[config.mk]
export PLATFORM = sky130hd
export DESIGN_NAME = bsps_mem_ctrl_flat
export DESIGN_NICKNAME = d
export VERILOG_FILES = /design/src/design/bsps_pkg.sv /design/src/design/bsps_link_if.sv /design/src/design/bsps_fifo.sv /design/src/design/bsps_mem_ctrl.sv /design/src/flat_wrapper.sv
export SDC_FILE = /design/constraint.sdc
export NUM_CORES = 1
export LEC_CHECK = 0
export ABC_AREA = 0
export BUFFER_PORTS_ARGS = -buffer_cell sky130_fd_sc_hd__buf_2
export CORE_ASPECT_RATIO = 1.25
export CORE_MARGIN = 3
export CORE_UTILIZATION = 55
export DETAILED_ROUTE_END_ITERATION = 10
export GPL_TIMING_DRIVEN = 0
export PLACE_DENSITY = 0.75
export SKIP_LAST_GASP = 1
export SYNTH_ARGS = -nofsm -noshare
export SYNTH_HDL_FRONTEND = slang
export SYNTH_HIERARCHICAL = 1
export SYNTH_SLANG_ARGS = --single-unit
[constraint.sdc]
create_clock -name core_clk -period 3.9 [get_ports core_clk]
set_input_delay 0.195 -clock core_clk [delete_from_list [all_inputs] [get_ports core_clk]]
set_output_delay 0.195 -clock core_clk [all_outputs]
set_load 0.02 [all_outputs]
[src/design/bsps_pkg.sv]
/*
  Shared constants, helper functions and types for the split-port burst SRAM link.
  Assumes both ends run on one core clock and that every core clock edge stands
  for at most one rising edge of either the positive or the complementary link clock.
*/
package bsps_pkg;

  localparam int ORG_BITS = 18;
  localparam int ADDR_BITS = 8;
  localparam int BURST_WORDS = 4;
  localparam int FIFO_DEPTH = 4;
  localparam int NIBBLE_LANE_BITS = 4;
  localparam int BYTE_LANE_BITS = 9;
  localparam int NIBBLE_ORG_BITS = 8;

  // Link timing in positive clock cycles after the command edge.
  localparam int WR_DATA_DELAY_K = 1;
  localparam int RD_LATENCY_K = 2;

  // Same timing seen from the controller in core edges after issue: two core edges
  // per link cycle, and one edge spent in the device's input registers.
  localparam int WR_DRV_TAP = 2 * WR_DATA_DELAY_K - 1;
  localparam int RD_CAP_TAP = 2 * RD_LATENCY_K + 1;
  localparam int HIST_LEN = RD_CAP_TAP + BURST_WORDS;

  typedef enum logic [1:0] {CLK_RUN, CLK_PARKED, CLK_RESUME} bsps_clk_state_e;

  function automatic int lane_bits(input int org);
    return (org == NIBBLE_ORG_BITS) ? NIBBLE_LANE_BITS : BYTE_LANE_BITS;
  endfunction : lane_bits

  function automatic int lane_count(input int org);
    return org / lane_bits(org);
  endfunction : lane_count

endpackage : bsps_pkg

[src/design/bsps_link_if.sv]
/*
  Link between the memory controller and the burst SRAM device.
  Assumes a single core clock; q carries meaning only while q_oe is high, and
  q_oe low stands for the floating read outputs.
*/
interface bsps_link_if #(
  parameter int DW = bsps_pkg::ORG_BITS,
  parameter int NS = bsps_pkg::lane_count(bsps_pkg::ORG_BITS),
  parameter int AW = bsps_pkg::ADDR_BITS
);
  logic k;
  logic k_n;
  logic read_port_select_n;
  logic write_port_select_n;
  logic [AW-1:0] addr;
  logic [DW-1:0] d;
  logic [NS-1:0] byte_write_select_n;
  logic [DW-1:0] q;
  logic q_oe;

  modport device (
    input k, k_n, read_port_select_n, write_port_select_n, addr, d, byte_write_select_n,
    output q, q_oe
  );

  modport ctrl (
    output k, k_n, read_port_select_n, write_port_select_n, addr, d, byte_write_select_n,
    input q, q_oe
  );
endinterface : bsps_link_if

[src/design/bsps_fifo.sv]
/*
  Small synchronous FIFO with valid and ready on both sides.
  Assumes one clock; the head word is presented from the storage flops.
*/
module bsps_fifo #(
  parameter int W = 8,
  parameter int DEPTH = bsps_pkg::FIFO_DEPTH
) (
  // Clock and reset
  input wire logic core_clk,
  input wire logic resetn,
  // Fill side
  input wire logic in_valid,
  output logic in_ready,
  input wire logic [W-1:0] in_data,
  // Drain side
  output logic out_valid,
  input wire logic out_ready,
  output logic [W-1:0] out_data
);
  localparam int PW = (DEPTH > 1) ? $clog2(DEPTH) : 1;
  localparam int CW = $clog2(DEPTH + 1);

  logic [W-1:0] store_reg [DEPTH];
  logic [PW-1:0] wr_ptr_reg;
  logic [PW-1:0] rd_ptr_reg;
  logic [CW-1:0] count_reg;
  logic push;
  logic pop;

  assign in_ready = (count_reg != CW'(DEPTH));
  assign out_valid = (count_reg != '0);
  assign out_data = store_reg[rd_ptr_reg];
  assign push = in_valid & in_ready;
  assign pop = out_valid & out_ready;

  always_ff @(posedge core_clk) begin
    if (push) begin
      store_reg[wr_ptr_reg] <= in_data;
    end
  end

  always_ff @(posedge core_clk) begin
    if (!resetn) begin
      wr_ptr_reg <= '0;
      rd_ptr_reg <= '0;
      count_reg <= '0;
    end else begin
      if (push) begin
        wr_ptr_reg <= (wr_ptr_reg == PW'(DEPTH - 1)) ? '0 : wr_ptr_reg + PW'(1);
      end
      if (pop) begin
        rd_ptr_reg <= (rd_ptr_reg == PW'(DEPTH - 1)) ? '0 : rd_ptr_reg + PW'(1);
      end
      count_reg <= count_reg + CW'(push) - CW'(pop);
    end
  end
endmodule : bsps_fifo

[src/design/bsps_mem_ctrl.sv]
/*
  Controller end of the burst SRAM link: makes the link clock pair, issues read
  and write bursts from a command FIFO, drives write words and collects read words.
  Assumes the device on the far side shares core_clk and resetn.
*/
module bsps_mem_ctrl #(
  parameter int ORG_BITS = bsps_pkg::ORG_BITS,
  parameter int ADDR_W = bsps_pkg::ADDR_BITS,
  parameter int FIFO_DEPTH = bsps_pkg::FIFO_DEPTH
) (
  // Clock and reset
  input wire logic core_clk,
  input wire logic resetn,
  // Link to the device
  bsps_link_if.ctrl lnk,
  // Command requests
  input wire logic req_valid,
  output logic req_ready,
  input wire logic req_write,
  input wire logic [ADDR_W-1:0] req_addr,
  input wire logic [bsps_pkg::BURST_WORDS*ORG_BITS-1:0] req_wdata,
  input wire logic [bsps_pkg::BURST_WORDS*bsps_pkg::lane_count(ORG_BITS)-1:0] req_mask_n,
  // Read returns
  output logic rd_valid,
  output logic [bsps_pkg::BURST_WORDS*ORG_BITS-1:0] rd_data,
  // Standby
  input wire logic stop_req,
  output logic clk_parked
);
  localparam int DW = ORG_BITS;
  localparam int NS = bsps_pkg::lane_count(ORG_BITS);
  localparam int BN = bsps_pkg::BURST_WORDS;
  localparam int HL = bsps_pkg::HIST_LEN;
  localparam int FW = 1 + ADDR_W + BN * (DW + NS);

  bsps_pkg::bsps_clk_state_e clk_state_reg;
  logic k_reg;
  logic kn_reg;
  logic last_rd_reg;
  logic last_wr_reg;
  logic [HL-1:0] rd_sr_reg;
  logic [HL-1:0] wr_sr_reg;
  logic [BN*DW-1:0] wp_data_reg;
  logic [BN*NS-1:0] wp_mask_reg;
  logic [BN*DW-1:0] wa_data_reg;
  logic [BN*NS-1:0] wa_mask_reg;
  logic rps_n_reg;
  logic wps_n_reg;
  logic [ADDR_W-1:0] addr_reg;
  logic [DW-1:0] d_reg;
  logic [NS-1:0] bws_n_reg;
  logic rd_valid_reg;
  logic [BN*DW-1:0] rd_data_reg;
  logic f_valid;
  logic [FW-1:0] f_data;
  logic k_raise;
  logic park_go;
  logic allowed;
  logic issue_rd;
  logic issue_wr;

  bsps_fifo #(.W(FW), .DEPTH(FIFO_DEPTH)) u_cmd_fifo (
    .core_clk(core_clk),
    .resetn(resetn),
    .in_valid(req_valid),
    .in_ready(req_ready),
    .in_data({req_write, req_addr, req_wdata, req_mask_n}),
    .out_valid(f_valid),
    .out_ready(issue_rd | issue_wr),
    .out_data(f_data)
  );

  // This edge raises the positive clock, so commands go out with it.
  assign k_raise = (clk_state_reg == bsps_pkg::CLK_RUN) && !k_reg;
  assign park_go = k_raise && stop_req && (rd_sr_reg == '0) && (wr_sr_reg == '0);
  assign allowed = k_raise && !stop_req && f_valid;
  assign issue_rd = allowed && !f_data[FW-1] && !last_rd_reg;
  assign issue_wr = allowed && f_data[FW-1] && !last_wr_reg;

  // Parking holds both clocks high for the quickest restart; a park only happens
  // once every burst has drained, so the device loses nothing while stopped.
  always_ff @(posedge core_clk) begin
    if (!resetn) begin
      clk_state_reg <= bsps_pkg::CLK_RUN;
      k_reg <= 1'b0;
      kn_reg <= 1'b1;
    end else begin
      case (clk_state_reg)
        bsps_pkg::CLK_RUN: begin
          if (park_go) begin
            k_reg <= 1'b1;
            kn_reg <= 1'b1;
            clk_state_reg <= bsps_pkg::CLK_PARKED;
          end else begin
            k_reg <= ~k_reg;
            kn_reg <= k_reg;
          end
        end
        bsps_pkg::CLK_PARKED: begin
          if (!stop_req) begin
            kn_reg <= 1'b0;
            clk_state_reg <= bsps_pkg::CLK_RESUME;
          end
        end
        bsps_pkg::CLK_RESUME: begin
          k_reg <= 1'b0;
          kn_reg <= 1'b1;
          clk_state_reg <= bsps_pkg::CLK_RUN;
        end
        default: begin
          clk_state_reg <= bsps_pkg::CLK_RUN;
        end
      endcase
    end
  end

  always_ff @(posedge core_clk) begin
    if (!resetn) begin
      last_rd_reg <= 1'b0;
      last_wr_reg <= 1'b0;
      rps_n_reg <= 1'b1;
      wps_n_reg <= 1'b1;
      addr_reg <= '0;
    end else begin
      if (k_raise) begin
        last_rd_reg <= issue_rd;
        last_wr_reg <= issue_wr;
      end
      rps_n_reg <= ~issue_rd;
      wps_n_reg <= ~issue_wr;
      if (issue_rd || issue_wr) begin
        addr_reg <= f_data[FW-2 -: ADDR_W];
      end
    end
  end

  always_ff @(posedge core_clk) begin
    if (!resetn) begin
      rd_sr_reg <= '0;
      wr_sr_reg <= '0;
    end else begin
      rd_sr_reg <= {rd_sr_reg[HL-2:0], issue_rd};
      wr_sr_reg <= {wr_sr_reg[HL-2:0], issue_wr};
    end
  end

  // The next write may be issued while the current one still streams, so its
  // words wait in a pending copy until its own first data slot.
  always_ff @(posedge core_clk) begin
    if (!resetn) begin
      wp_data_reg <= '0;
      wp_mask_reg <= '1;
      wa_data_reg <= '0;
      wa_mask_reg <= '1;
      d_reg <= '0;
      bws_n_reg <= '1;
    end else begin
      if (issue_wr) begin
        wp_data_reg <= f_data[BN*(DW+NS)-1 -: BN*DW];
        wp_mask_reg <= f_data[BN*NS-1:0];
      end
      if (wr_sr_reg[bsps_pkg::WR_DRV_TAP]) begin
        d_reg <= wp_data_reg[DW-1:0];
        bws_n_reg <= wp_mask_reg[NS-1:0];
        wa_data_reg <= wp_data_reg >> DW;
        wa_mask_reg <= wp_mask_reg >> NS;
      end else if (|wr_sr_reg[bsps_pkg::WR_DRV_TAP+1 +: BN-1]) begin
        d_reg <= wa_data_reg[DW-1:0];
        bws_n_reg <= wa_mask_reg[NS-1:0];
        wa_data_reg <= wa_data_reg >> DW;
        wa_mask_reg <= wa_mask_reg >> NS;
      end else begin
        d_reg <= '0;
        bws_n_reg <= '1;
      end
    end
  end

  always_ff @(posedge core_clk) begin
    if (!resetn) begin
      rd_data_reg <= '0;
      rd_valid_reg <= 1'b0;
    end else begin
      for (int i = 0; i < BN; i++) begin
        if (rd_sr_reg[bsps_pkg::RD_CAP_TAP+i]) begin
          rd_data_reg[i*DW +: DW] <= lnk.q;
        end
      end
      rd_valid_reg <= rd_sr_reg[bsps_pkg::RD_CAP_TAP+BN-1];
    end
  end

  assign lnk.k = k_reg;
  assign lnk.k_n = kn_reg;
  assign lnk.read_port_select_n = rps_n_reg;
  assign lnk.write_port_select_n = wps_n_reg;
  assign lnk.addr = addr_reg;
  assign lnk.d = d_reg;
  assign lnk.byte_write_select_n = bws_n_reg;
  assign rd_valid = rd_valid_reg;
  assign rd_data = rd_data_reg;
  assign clk_parked = (clk_state_reg == bsps_pkg::CLK_PARKED);
endmodule : bsps_mem_ctrl

[src/flat_wrapper.sv]
// flat-port wrapper written by rule: the top's interface ports become plain ports
module bsps_mem_ctrl_flat 
#(
  parameter int ORG_BITS = bsps_pkg::ORG_BITS,
  parameter int ADDR_W = bsps_pkg::ADDR_BITS,
  parameter int FIFO_DEPTH = bsps_pkg::FIFO_DEPTH
)
  (core_clk, resetn, req_valid, req_ready, req_write, req_addr, req_wdata, req_mask_n, rd_valid, rd_data, stop_req, clk_parked, lnk_k, lnk_k_n, lnk_read_port_select_n, lnk_write_port_select_n, lnk_addr, lnk_d, lnk_byte_write_select_n, lnk_q, lnk_q_oe);
  bsps_link_if #(.DW((bsps_pkg::ORG_BITS)), .NS(((bsps_pkg::ORG_BITS) / (bsps_pkg::BYTE_LANE_BITS))), .AW(8)) lnk_i ();
  input wire logic core_clk;
  input wire logic resetn;
  input wire logic req_valid;
  output logic req_ready;
  input wire logic req_write;
  input wire logic [ADDR_W-1:0] req_addr;
  input wire logic [bsps_pkg::BURST_WORDS*ORG_BITS-1:0] req_wdata;
  input wire logic [bsps_pkg::BURST_WORDS*bsps_pkg::lane_count(ORG_BITS)-1:0] req_mask_n;
  output logic rd_valid;
  output logic [bsps_pkg::BURST_WORDS*ORG_BITS-1:0] rd_data;
  input wire logic stop_req;
  output logic clk_parked;
  output wire logic [$bits(lnk_i.k)-1:0] lnk_k;
  output wire logic [$bits(lnk_i.k_n)-1:0] lnk_k_n;
  output wire logic [$bits(lnk_i.read_port_select_n)-1:0] lnk_read_port_select_n;
  output wire logic [$bits(lnk_i.write_port_select_n)-1:0] lnk_write_port_select_n;
  output wire logic [$bits(lnk_i.addr)-1:0] lnk_addr;
  output wire logic [$bits(lnk_i.d)-1:0] lnk_d;
  output wire logic [$bits(lnk_i.byte_write_select_n)-1:0] lnk_byte_write_select_n;
  input wire logic [$bits(lnk_i.q)-1:0] lnk_q;
  input wire logic [$bits(lnk_i.q_oe)-1:0] lnk_q_oe;
  assign lnk_k = lnk_i.k;
  assign lnk_k_n = lnk_i.k_n;
  assign lnk_read_port_select_n = lnk_i.read_port_select_n;
  assign lnk_write_port_select_n = lnk_i.write_port_select_n;
  assign lnk_addr = lnk_i.addr;
  assign lnk_d = lnk_i.d;
  assign lnk_byte_write_select_n = lnk_i.byte_write_select_n;
  assign lnk_i.q = lnk_q;
  assign lnk_i.q_oe = lnk_q_oe;
  bsps_mem_ctrl #(.ORG_BITS(ORG_BITS), .ADDR_W(ADDR_W), .FIFO_DEPTH(FIFO_DEPTH)) u_core (.core_clk(core_clk), .resetn(resetn), .lnk(lnk_i), .req_valid(req_valid), .req_ready(req_ready), .req_write(req_write), .req_addr(req_addr), .req_wdata(req_wdata), .req_mask_n(req_mask_n), .rd_valid(rd_valid), .rd_data(rd_data), .stop_req(stop_req), .clk_parked(clk_parked));
endmodule
### Yosys cells after proc, flatten, opt, wreduce, memory -nomap -nowiden

Memory sizes are Yosys's and may differ from the RTL's. A register that Yosys moved wholly into a read port is not among the register bits.
Index checks and enable logic that the tools add are counted.

| word-level totals | value |
|---|---|
| register bits after elaboration | 276 |
| bits in writable memories | 356 |
| logic and storage cells | 90 |
| memories | 1 |

| cells by class | value |
|---|---|
| add/subtract/negate cells | 4 |
| eq/ne operators | 7 |
| multiplexer cells | 22 |
| bitwise operators | 6 |
| reductions and logical operators | 26 |

Memory list:

| memory | words | width | rd ports | clocked after memory_dff | wr ports | line | source |
|---|---|---|---|---|---|---|---|
| u_core.u_cmd_fifo.store_reg | 4 | 89 | 1 | 1 | 1 | bsps_fifo.sv:24 | `logic [W-1:0] store_reg [DEPTH];` |

Operators with widths:

| kind | count |
|---|---|
| two-way mux 54 bit | 2 |
| two-way mux 18 bit | 2 |
| zero test 9 bit | 2 |
| two-way mux 2 bit | 8 |
| two-way mux 8 bit | 2 |
| logical AND 1 bit | 10 |
| equality test 2 bit (second input constant) | 3 |
| nonzero test 3 bit | 2 |
| zero test 1 bit | 5 |
| two-way mux 1 bit | 5 |
| adder 2 x 1 -> 2 bit (second input constant) | 2 |
| one-hot mux 2 bit (2 select lines) | 1 |
| AND reduction 2 bit | 2 |
| nonzero test 2 bit | 2 |
| adder 3 x 1 -> 3 bit | 1 |
| inequality test 3 bit (second input constant) | 1 |
| inverter 1 bit | 3 |
| one-hot mux 1 bit (3 select lines) | 1 |
| OR reduction 3 bit | 1 |
| subtractor 3 x 1 -> 3 bit | 1 |
| AND 1 bit | 2 |
| equality test 2 x 1 -> 1 bit (second input constant) | 1 |
| zero test 2 bit | 1 |
| inequality test 2 x 1 -> 1 bit (second input constant) | 1 |
| 4 further kinds | 4 |

### Depth between registers and ports, before layout

Gate-level depths: netlist (run 1).

| depth | value |
|---|---|
| depth after elaboration | 10 |
| gate-level depth with buffers | 17 |
| mapped depth without buffers | 15 |

### By module

The synthesis (run 1) kept the hierarchy.

By module, submodules not included:

| module | instances | cells each | area an instance (sq um) |
|---|---|---|---|
| bsps_fifo | 1 | 517 | 13296.5 |
| bsps_mem_ctrl | 1 | 1023 | 10121.0 |

### Least setup slack after synthesis (run 1)

Ideal clock, no wire load.

| timing | value |
|---|---|
| kind | reg-to-reg |
| start | register (tool-made name) |
| end | register u_core.u_cmd_fifo.count_reg[2] |
| library setup time | 0.115 ns |
| arrival time | 3.144 ns |
| required time | 3.785 ns |
| slack | 0.641 ns |
| cell stages (with the launch flop) | 18 |
| period minus slack after synthesis | 3.259 ns |
| path through | dfxtp_1 buf_6 buf_6 mux4_2 nor2b_1 o21ai_0 buf_2 inv_1 o31ai_1 inv_1 ha_1 inv_1 ha_1 inv_1 fa_1 xnor2_1 xnor2_1 and2_1 |

RTL lines:

| element | line | source |
|---|---|---|
| to (signal assigned) | bsps_fifo.sv:55 | `count_reg <= count_reg + CW'(push) - CW'(pop);` |
| to (decl) | bsps_fifo.sv:27 | `logic [CW-1:0] count_reg;` |

==> metrics.yaml, run 1 <==
status: "finished clean"
hold_path.class: "input pin to flip-flop"
synth-main-ff-cell: "edfxtp_1"
tightest_slew_ps: 783.7
layout_common_cells: "edfxtp_1 (356), dfxtp_1 (277), buf_2 (241)"
avgSynthCellArea_um2: 15.21
wl_per_cell_um: 19.88
io_pins: 219
cellPowerDensity_nw_per_um2: 540.1
ys_seq_elements: 633
synth_seq_area_share_pct: 69.33
yosys.area.top_type_share_pct: 45.65
synth_edf_count: 356
antenna_found_initial: 0
period_minus_slack_ps: 3645
yosysWarnings: 6
rsz0062_at_grt: "no"
dr.pass1.iters: 5
finalCoreUtilization_pct: 68.38
grt.overflow.total: 0
synth_largest_area_cell: "edfxtp_1"
path_max_fanout: 10
cts_max_path_buffers: 3
nNetsFinal: 2057
r2r_setup_slack_ps: 260
critPathCaptureType: "flip-flop"
grt_pass1_wl_um: 77660
multi_input_area_um2: 6661
place.port_buffers: 217
async_reset_ff_share_pct: 0
worstPathArrival_ps: 4120
die_h_um: 236.7
post-route-period-util_pct: 93.46
power.static_leakage_nw: 10.35
largest_reg_flops: 356
path_class: "flip-flop to flip-flop"
slew_viol_final: 0
syn-num-nets: 1665
timing.hold.ws_ps: 71.93
synthTopCellsByArea: "edfxtp_1 (46%), dfxtp_1 (24%), mux4_2 (8.6%)"
cts_sinks: 633
hpwl_um: 33760
insertion_delay_ps: 590
synth_area_um2: 23420
drt_wl_total_um: 50370
fill_cells: 2858
synthCells: 1540
layout_commonest_cell: "edfxtp_1"
whs_path_depth: 4
initial_core_util_pct: 56.37
hold_viol_final: 0
worst_hold_path.endpoint: "u_core/clk_state_reg[1]"
ant_nets: 0
num_vias: 13640
peakVddDrop_mv: 0.4194
drive_gt1_share_pct: 23.62
cts_tree: "done"
finalSetupViolations: 0
max_freq_mhz: 274.4
dr.first_iter.drc_count: 821
worstRegToRegCells: 17
tns_ps: 0
grt_pass1_vias: 13907
drc_errors: 0
regArea_um2: 16240
gp_congestion: 0.8548
r2r_end: "u_core/u_cmd_fifo/count_reg[2]"
syn2layout_area_growth_pct: 21.29
grt_max_degree: 58
clk_pin_slew_ps: 60
rows: 83
critPathLaunchType: "flip-flop"
routed_via_density: 5.383
clock-root-buffer: "clkbuf_16"
min-delay-start: "stop_req"
maxCapViolCount: 0
die_x_um: 190.6
cts_buffers: 58
finalPower_mw: 15.34
dieArea_um2: 45110
finalClockSkew_ps: 17.08
synth_cell_types: 48
grt.total_usage_pct: 22.28
maxSlewHeadroom_pct: 47.76
htree_num_levels: 2
core_area_um2: 41540
required_ps: 4380
report_power, final:
part	leakage, nW	switching, mW	internal [mW]
sequential	5.50	0.184	7.58
combinational	3.88	1.02	0.819
clock	0.971	2.37	3.37
cell type report:
class                           instances  area share, %
Clock buffer                           75          5.639
Multi-Input combinational cell        798          23.45
Sequential cell                       633          57.16
Timing Repair Buffer                  332          8.105
Tap cell                              552          2.432
Antenna cell                            1       0.008810
Inverter                               13         0.1718
Clock inverter                         34          1.260
Buffer                                 96          1.771
worst max-delay path by stage:
stage / startpoint / end / slack, ps / cells past startpoint
5_1_grt: flip-flop / u_core/u_cmd_fifo/count_reg[2] / 40 / 17
4_1_cts: flip-flop / u_core/u_cmd_fifo/count_reg[2] / 30 / 17
3_5_place_dp: flip-flop / u_core/u_cmd_fifo/count_reg[2] / -210 / 17
6_report: flip-flop / u_core/u_cmd_fifo/count_reg[2] / 260 / 17
3_3_place_gp: flip-flop / u_core/u_cmd_fifo/count_reg[2] / -150 / 17
2_1_floorplan: flip-flop / u_core/u_cmd_fifo/count_reg[2] / 640 / 17
timing repair:
action | in CTS | in global routing
resized for setup | 2 | 2
buffers inserted | 0 | 2
endpoints found under the setup margin | 1 | 1
endpoints found under the hold margin | 429 | 0
hold buffers | 109 | 0
cell families (layout without fill, tap and decap cells):
logic type               count (synthesis)  in the layout  share of synthesized area [%]
other                                    0              1                              0
AO/OA/AOI/OAI                          164            164                          4.974
XOR/XNOR                                 3              3                         0.1122
multiplexers                           215            215                          13.97
flip-flops                             633            633                          69.33
AND/OR/NAND/NOR                        403            403                          8.570
buffers and inverters                  109            550                          2.319
adder cells (fa/ha/maj)                 13             13                         0.7266
Yosys cell counts, types with 2 or more instances:
cell,number
nor2b_1,88
buf_6,8
a211oi_1,2
and3_2,4
and2_1,59
inv_1,13
buf_2,26
dfxtp_1,277
o21ai_0,46
nor4_1,2
clkbuf_1,51
mux2_2,4
a21boi_0,73
nor2_1,4
nand3_1,11
nand2_1,216
xnor2_1,2
edfxtp_1,356
nand2b_1,2
nor3_1,3
mux4_2,89
and3_1,2
ha_1,12
a22o_1,35
buf_4,11
mux2i_1,122
worst max-delay path, cell delays in order (launching register included):
cell	delay, ps
dfxtp_1	300
buf_2	320
buf_4	330
mux4_2	400
nor2b_1	180
o21ai_0	160
buf_4	160
inv_1	40
o31ai_1	130
inv_1	100
ha_1	280
inv_1	60
ha_1	130
inv_1	50
fa_1	420
xnor2_2	160
xnor2_1	130
and2_1	150
per-stage QoR:
stage	area, um2	cells	worst slack (ps)
after floorplan	23420	1540	641.4
after global placement	25190	2309	-148.0
after detailed placement	25320	2313	-205.3
after CTS	28370	2531	26.82
after global routing	28400	2533	36.17
final	28400	2534	255.2
per-layer routing:
metal  track usage (%)  wire (um)  vias up
li1                  -          -     6428
met1             27.75      20380     6750
met2             39.85      26160      378
met3             3.258       2377       84
met4             7.631       1459        0
met5                 0          0        -
(Power assumes the default switching activity.)
==> run 2, diff against run 1 <==
--- a/config.mk
+++ b/config.mk
@@ -16,5 +16,4 @@
 export SKIP_LAST_GASP = 1
 export SYNTH_ARGS = -nofsm -noshare
 export SYNTH_HDL_FRONTEND = slang
-export SYNTH_HIERARCHICAL = 1
 export SYNTH_SLANG_ARGS = --single-unit
==> run 2 against run 1 <==
Compared with the run above: count of clock-buffer cells in the layout is 12 higher; synthesized cell count is 11% lower; cell area down 2.5%.
==> metrics.yaml, run 2 <==
io_pins: 219
crit_slowest_cell: "clkbuf_1"
path_class: "flip-flop to flip-flop"
muxShareOfSynthArea_pct: 15.92
critPathLaunchType: "flip-flop"
syn2layout_area_growth_pct: 21.69
worst_hold_path.endpoint: "u_core.u_cmd_fifo.wr_ptr_reg[0]"
rsz0062_at_grt: "no"
dr.pass1.iters: 5
drc_errors: 0
critPathCaptureType: "flip-flop"
nNetsFinal: 1887
synth_top_family_by_area: "multiplexers"
seqPwrFrac_pct: 49.9
cts_buffers: 59
required_ps: 4340
whs_path_depth: 4
cts_max_path_buffers: 3
initial_core_util_pct: 56.15
maxSlewHeadroom_pct: 28.81
drt_wl_total_um: 50280
largest_reg_flops: 356
ys_seq_elements: 633
worstRegToRegCells: 11
async_reset_ff_share_pct: 0
rows: 82
p_int_mw: 11.94
synth_edf_count: 356
comb_power_share_pct: 14.0
tightest_slew_ps: 1060
synth-main-ff-cell: "edfxtp_1"
htree_num_levels: 2
antenna_found_initial: 0
cts_tree: "done"
dr.first_iter.drc_count: 811
multi_input_area_um2: 6081
grt.overflow.total: 0
finalClockSkew_ps: 20.05
max_freq_mhz: 292.8
instances_no_fill: 2357
ant_nets: 0
cts_sinks: 633
status: "finished clean"
yosys.area.top_type_share_pct: 46.98
power.static_leakage_nw: 9.853
synthCells: 1373
synth_cell_types: 48
hold_viol_final: 0
grt_max_degree: 52
p_clk_share_pct: 36.0
synth_xor_area_share_pct: 0.1155
drive_gt1_share_pct: 26.12
layout_common_cells: "edfxtp_1 (356), dfxtp_1 (277), buf_2 (225)"
worstPathArrival_ps: 3850
period_minus_slack_ps: 3415
grt.total_usage_pct: 23.05
die_x_um: 187.9
yosys.area_share.adder_pct: 0.7478
tns_ps: 0
hold_path.class: "input pin to flip-flop"
dp.cells: 2140
syn-num-nets: 1498
slowest_delay_ps: 640
wl_per_cell_um: 21.33
cts_resized: 0
fill_cells: 2707
synth_seq_area_share_pct: 71.35
post-route-period-util_pct: 87.57
grt_pass1_wl_um: 78140
path_max_fanout: 10
synth_largest_area_cell: "edfxtp_1"
synthTopCellsByArea: "edfxtp_1 (47%), dfxtp_1 (24%), mux4_2 (8.8%)"
clk_pin_slew_ps: 60
synth.most_common_cell: "edfxtp_1"
layout_commonest_cell: "edfxtp_1"
hpwl_um: 32850
synth_commonest_cells: "edfxtp_1 (356), dfxtp_1 (277), mux2i_1 (114), nor2_1 (112), a22o_1 (90)"
p_sw_mw: 3.790
place.port_buffers: 217
crit_chain: "clkbuf_1 -> mux4_2 -> mux2_4 -> clkbuf_1 -> nor2_1 -> ha_1 -> inv_1 -> ha_1 -> fa_1 -> xnor2_1 -> nor2_1"
clock-root-buffer: "clkbuf_16"
regArea_um2: 16240
r2r_end: "u_core.u_cmd_fifo.count_reg[2]"
maxCapViolCount: 0
dieArea_um2: 43870
finalCoreUtilization_pct: 68.33
core_area_um2: 40530
switching_share_pct: 24.09
routed_via_density: 5.537
num_vias: 13051
min-delay-start: "req_valid"
cellPowerDensity_nw_per_um2: 568.1
avgSynthCellArea_um2: 16.57
finalSetupViolations: 0
grt_pass1_vias: 13689
r2r_setup_slack_ps: 480
insertion_delay_ps: 590
yosys.area_share.simple_pct: 4.729
peakVddDrop_mv: 0.4046
die_h_um: 233.4
n_antenna_cell: 0
synth-compound-area-share_pct: 5.125
slew_viol_final: 0
gp_congestion: 0.8387
yosysWarnings: 0
synth_area_um2: 22760
## run 2: changes by cell type in the layout (fill, tap and decap cells not counted), moves of 37 or more
| cell | previous run | this run |
|---|---|---|
| a22o_1 | 35 | 90 |
| nor2_1 | 4 | 112 |
| nor2b_1 | 88 | 4 |
| mux2_2 | 4 | 41 |
| a21boi_0 | 73 | 0 |
| nand2_1 | 216 | 31 |
## run 2: cell type report
cell class                      instances  area share [%]
Multi-Input combinational cell        640           21.96
Tap cell                              546           2.467
Clock inverter                         23          0.5919
Clock buffer                           87           6.502
Sequential cell                       633           58.63
Timing Repair Buffer                  328           8.188
Buffer                                 87           1.473
Inverter                               13          0.1853
## run 2: how the worst max path moves through the flow
stage / start / endpoint / slack, ps / depth (start not counted)
floorplan: u_core.u_cmd_fifo.count_reg[2] / u_core.u_cmd_fifo.store_reg[0][0] / 490 / 3
global placement: u_core.u_cmd_fifo.count_reg[2] / u_core.u_cmd_fifo.store_reg[2][37] / -1130 / 3
detailed placement: flip-flop / u_core.u_cmd_fifo.count_reg[2] / 600 / 11
CTS: flip-flop / u_core.u_cmd_fifo.count_reg[2] / 530 / 11
global route: flip-flop / u_core.u_cmd_fifo.count_reg[2] / 350 / 11
finish: flip-flop / u_core.u_cmd_fifo.count_reg[2] / 480 / 11
## run 2: worst max-delay path, delay by kind of cell (launching register included)
kind                       cells  cell delay [ps]
buffers and inverters          3             1010
adders and majority gates      3              900
muxes                          2              740
DFF                            1              300
xor gates and xnor gates       1              170
and+or+nand+nor                2              160
## run 2: cells by family after synthesis
logic type / count (synthesis)
flip-flops: 633
AND/OR/NAND/NOR: 226
adder cells (fa/ha/maj): 13
XOR/XNOR: 3
multiplexers: 245
AO/OA/AOI/OAI: 153
buffers and inverters: 100
## run 2: timing repair
item	CTS	global route
hold buffers	107	0
buffers inserted	0	0
endpoints found under the hold margin	428	0
## run 2: routing by layer
metal | part of all wire, % | track usage, % | up-vias
met5 | 0 | 0 | -
met1 | 40 | 28.81 | 6522
met2 | 51 | 41.39 | 420
met4 | 3.2 | 8.116 | 0
met3 | 4.9 | 3.212 | 84
li1 | - | - | 6025
## run 2: power by group through the flow
stage,sequential [mW],combinational [mW],clock (mW)
global placement,8.02,2.06,0
CTS,7.86,2.25,5.76
floorplan,7.98,1.44,0
global route,7.90,2.39,6.01
detailed placement,8.00,2.15,0
finish,7.86,2.21,5.67
## run 2: through the flow
| step | area (um2) | total power [mW] | hold slack, ps | setup slack [ps] |
|---|---|---|---|---|
| after floorplan | 22760 | 9.413 | 293.9 | 489.5 |
| after global placement | 24520 | 10.09 | 404.8 | -1125 |
| after detailed placement | 24650 | 10.14 | 411.5 | 599.0 |
| after CTS | 27690 | 15.86 | 23.22 | 530.7 |
| after global routing | 27690 | 16.30 | 70.99 | 345.8 |
| final | 27690 | 15.73 | 49.64 | 484.6 |
==> run 3, diff against run 2 <==
--- a/config.mk
+++ b/config.mk
@@ -7,12 +7,15 @@
 export LEC_CHECK = 0
 export ABC_AREA = 0
 export BUFFER_PORTS_ARGS = -buffer_cell sky130_fd_sc_hd__buf_2
+export CAP_MARGIN = 25
+export CELL_PAD_IN_SITES_DETAIL_PLACEMENT = 1
+export CELL_PAD_IN_SITES_GLOBAL_PLACEMENT = 2
 export CORE_ASPECT_RATIO = 1.25
 export CORE_MARGIN = 3
-export CORE_UTILIZATION = 55
+export CORE_UTILIZATION = 43
 export DETAILED_ROUTE_END_ITERATION = 10
 export GPL_TIMING_DRIVEN = 0
-export PLACE_DENSITY = 0.75
+export PLACE_DENSITY_LB_ADDON = 0.1
 export SKIP_LAST_GASP = 1
 export SYNTH_ARGS = -nofsm -noshare
 export SYNTH_HDL_FRONTEND = slang
==> run 3 against run 2 <==
Compared with the run above: first-iteration DRC count down 26%; largest power group unchanged; final cell count increased by 5.4%; critical path type unchanged; global-route usage shrank 2.8 points; register-to-register slack worse by 90 ps; cell area up 0.88%; clock power rose by 5.3%.
==> metrics.yaml, run 3 (synthesized netlist as in run 2, its figures left out) <==
worstPathArrival_ps: 3960
dieArea_um2: 55730
required_ps: 4360
path_class: "flip-flop to flip-flop"
wl_per_cell_um: 22.75
io_pins: 219
drt_wl_total_um: 56520
initial_core_util_pct: 43.85
grt_pass1_vias: 14100
grt.total_usage_pct: 20.28
finalClockSkew_ps: 19.71
r2r_setup_slack_ps: 400
rows: 93
cts_sinks: 633
routed_via_density: 5.225
power.static_leakage_nw: 9.913
slew_viol_final: 0
grt_pass1_wl_um: 86220
min-delay-start: "req_valid"
tightest_slew_ps: 1047
finalSetupViolations: 0
peakVddDrop_mv: 0.4613
place.port_buffers: 217
worst_hold_path.endpoint: "u_core.u_cmd_fifo.wr_ptr_reg[0]"
ant_nets: 0
comb_power_share_pct: 13.9
cellPowerDensity_nw_per_um2: 575.3
cts_tree: "done"
insertion_delay_ps: 620
hpwl_um: 37500
cts_buffers: 61
critPathCaptureType: "flip-flop"
die_h_um: 263.2
r2r_end: "u_core.u_cmd_fifo.count_reg[2]"
hold_viol_final: 0
num_vias: 12979
largest_reg_flops: 356
drive_gt1_share_pct: 26.33
critPathLaunchType: "flip-flop"
dr.first_iter.drc_count: 601
status: "finished clean"
clk_pin_slew_ps: 60
instances_no_fill: 2484
worstRegToRegCells: 11
nNetsFinal: 1892
p_int_mw: 12.12
hold_path.class: "input pin to flip-flop"
period_minus_slack_ps: 3504
die_x_um: 211.8
cts_max_path_buffers: 3
layout_common_cells: "edfxtp_1 (356), dfxtp_1 (277), buf_2 (225)"
seqPwrFrac_pct: 48.9
antenna_found_initial: 0
grt.overflow.total: 0
p_sw_mw: 3.946
layout_commonest_cell: "edfxtp_1"
dp.cells: 2260
switching_share_pct: 24.56
drc_errors: 0
htree_num_levels: 2
whs_path_depth: 4
rsz0062_at_grt: "no"
dr.pass1.iters: 4
max_freq_mhz: 285.4
core_area_um2: 51900
dpl_worst_slack_ps: 413.0
grt_max_degree: 49
gp_congestion: 0.7386
syn2layout_area_growth_pct: 22.76
maxCapViolCount: 0
maxSlewHeadroom_pct: 30.19
path_max_fanout: 10
post-route-period-util_pct: 89.85
setup_slack_ps: 396.0
p_clk_share_pct: 37.2
clock-root-buffer: "clkbuf_16"
n_antenna_cell: 0
[run 3: power by group through the flow]
stage,clock network [mW],logic (mW),registers (mW)
floorplan,0,1.44,7.98
global placement,0,2.14,8.04
detailed placement,0,2.21,8.01
CTS,6.14,2.31,7.86
global route,6.39,2.45,7.91
finish,5.97,2.24,7.86
[run 3: area by class of cell]
class	count	area [um2]
tap	665	832.0
fill	4943	23960
clock inverter	38	345.3
timing repair buffer	331	2292
inverter	13	51.30
multi-input combinational	640	6081
sequential	633	16240
buffer	87	407.9
clock buffer	77	1689
[run 3: worst max path at each step]
stage / cells after the start / slack (ps) / end
2_1_floorplan: 3 / 490 / u_core.u_cmd_fifo.store_reg[0][0]
3_3_place_gp: 3 / -1430 / u_core.u_cmd_fifo.store_reg[1][34]
3_5_place_dp: 11 / 410 / u_core.u_cmd_fifo.count_reg[2]
4_1_cts: 11 / 390 / u_core.u_cmd_fifo.count_reg[2]
5_1_grt: 11 / 190 / u_core.u_cmd_fifo.count_reg[2]
6_report: 11 / 400 / u_core.u_cmd_fifo.count_reg[2]
[run 3: per-stage QoR]
step                utilization [%]  TNS [ps]  cell area (um2)  hold slack (ps)  total power [mW]
finish                        53.83         0            27930            60.15             16.07
global route                  53.83         0            27930            82.29             16.74
CTS                           53.81         0            27930            32.55             16.31
detailed placement            47.81         0            24810            414.0             10.22
global placement              47.54   -497540            24670            405.4             10.18
floorplan                         -         0            22760            293.9             9.413
[run 3: critical path, stage by stage (launching register included)]
cell      delay, ps
dfxtp_1         310
clkbuf_1        680
mux4_2          490
mux2_4          250
clkbuf_1        390
nor2_1           90
ha_1            290
inv_1            40
ha_1            180
fa_1            410
xnor2_1         180
nor2_1           50
[run 3: what timing repair did]
action / 4_1_cts / 5_1_grt
hold buffers: 108 / 0
resized for setup: 0 / 0
hold endpoints to repair: 429 / 0
buffers inserted: 0 / 0
[run 3: metal layers]
metal  vias to the layer above  routed length, um  global-route usage, %
li1                       6038                  -                      -
met1                      6624              24420                  25.98
met2                       239              28790                  35.93
met3                        78               2106                  3.266
met4                         0               1197                  5.071
met5                         -                  0                      0
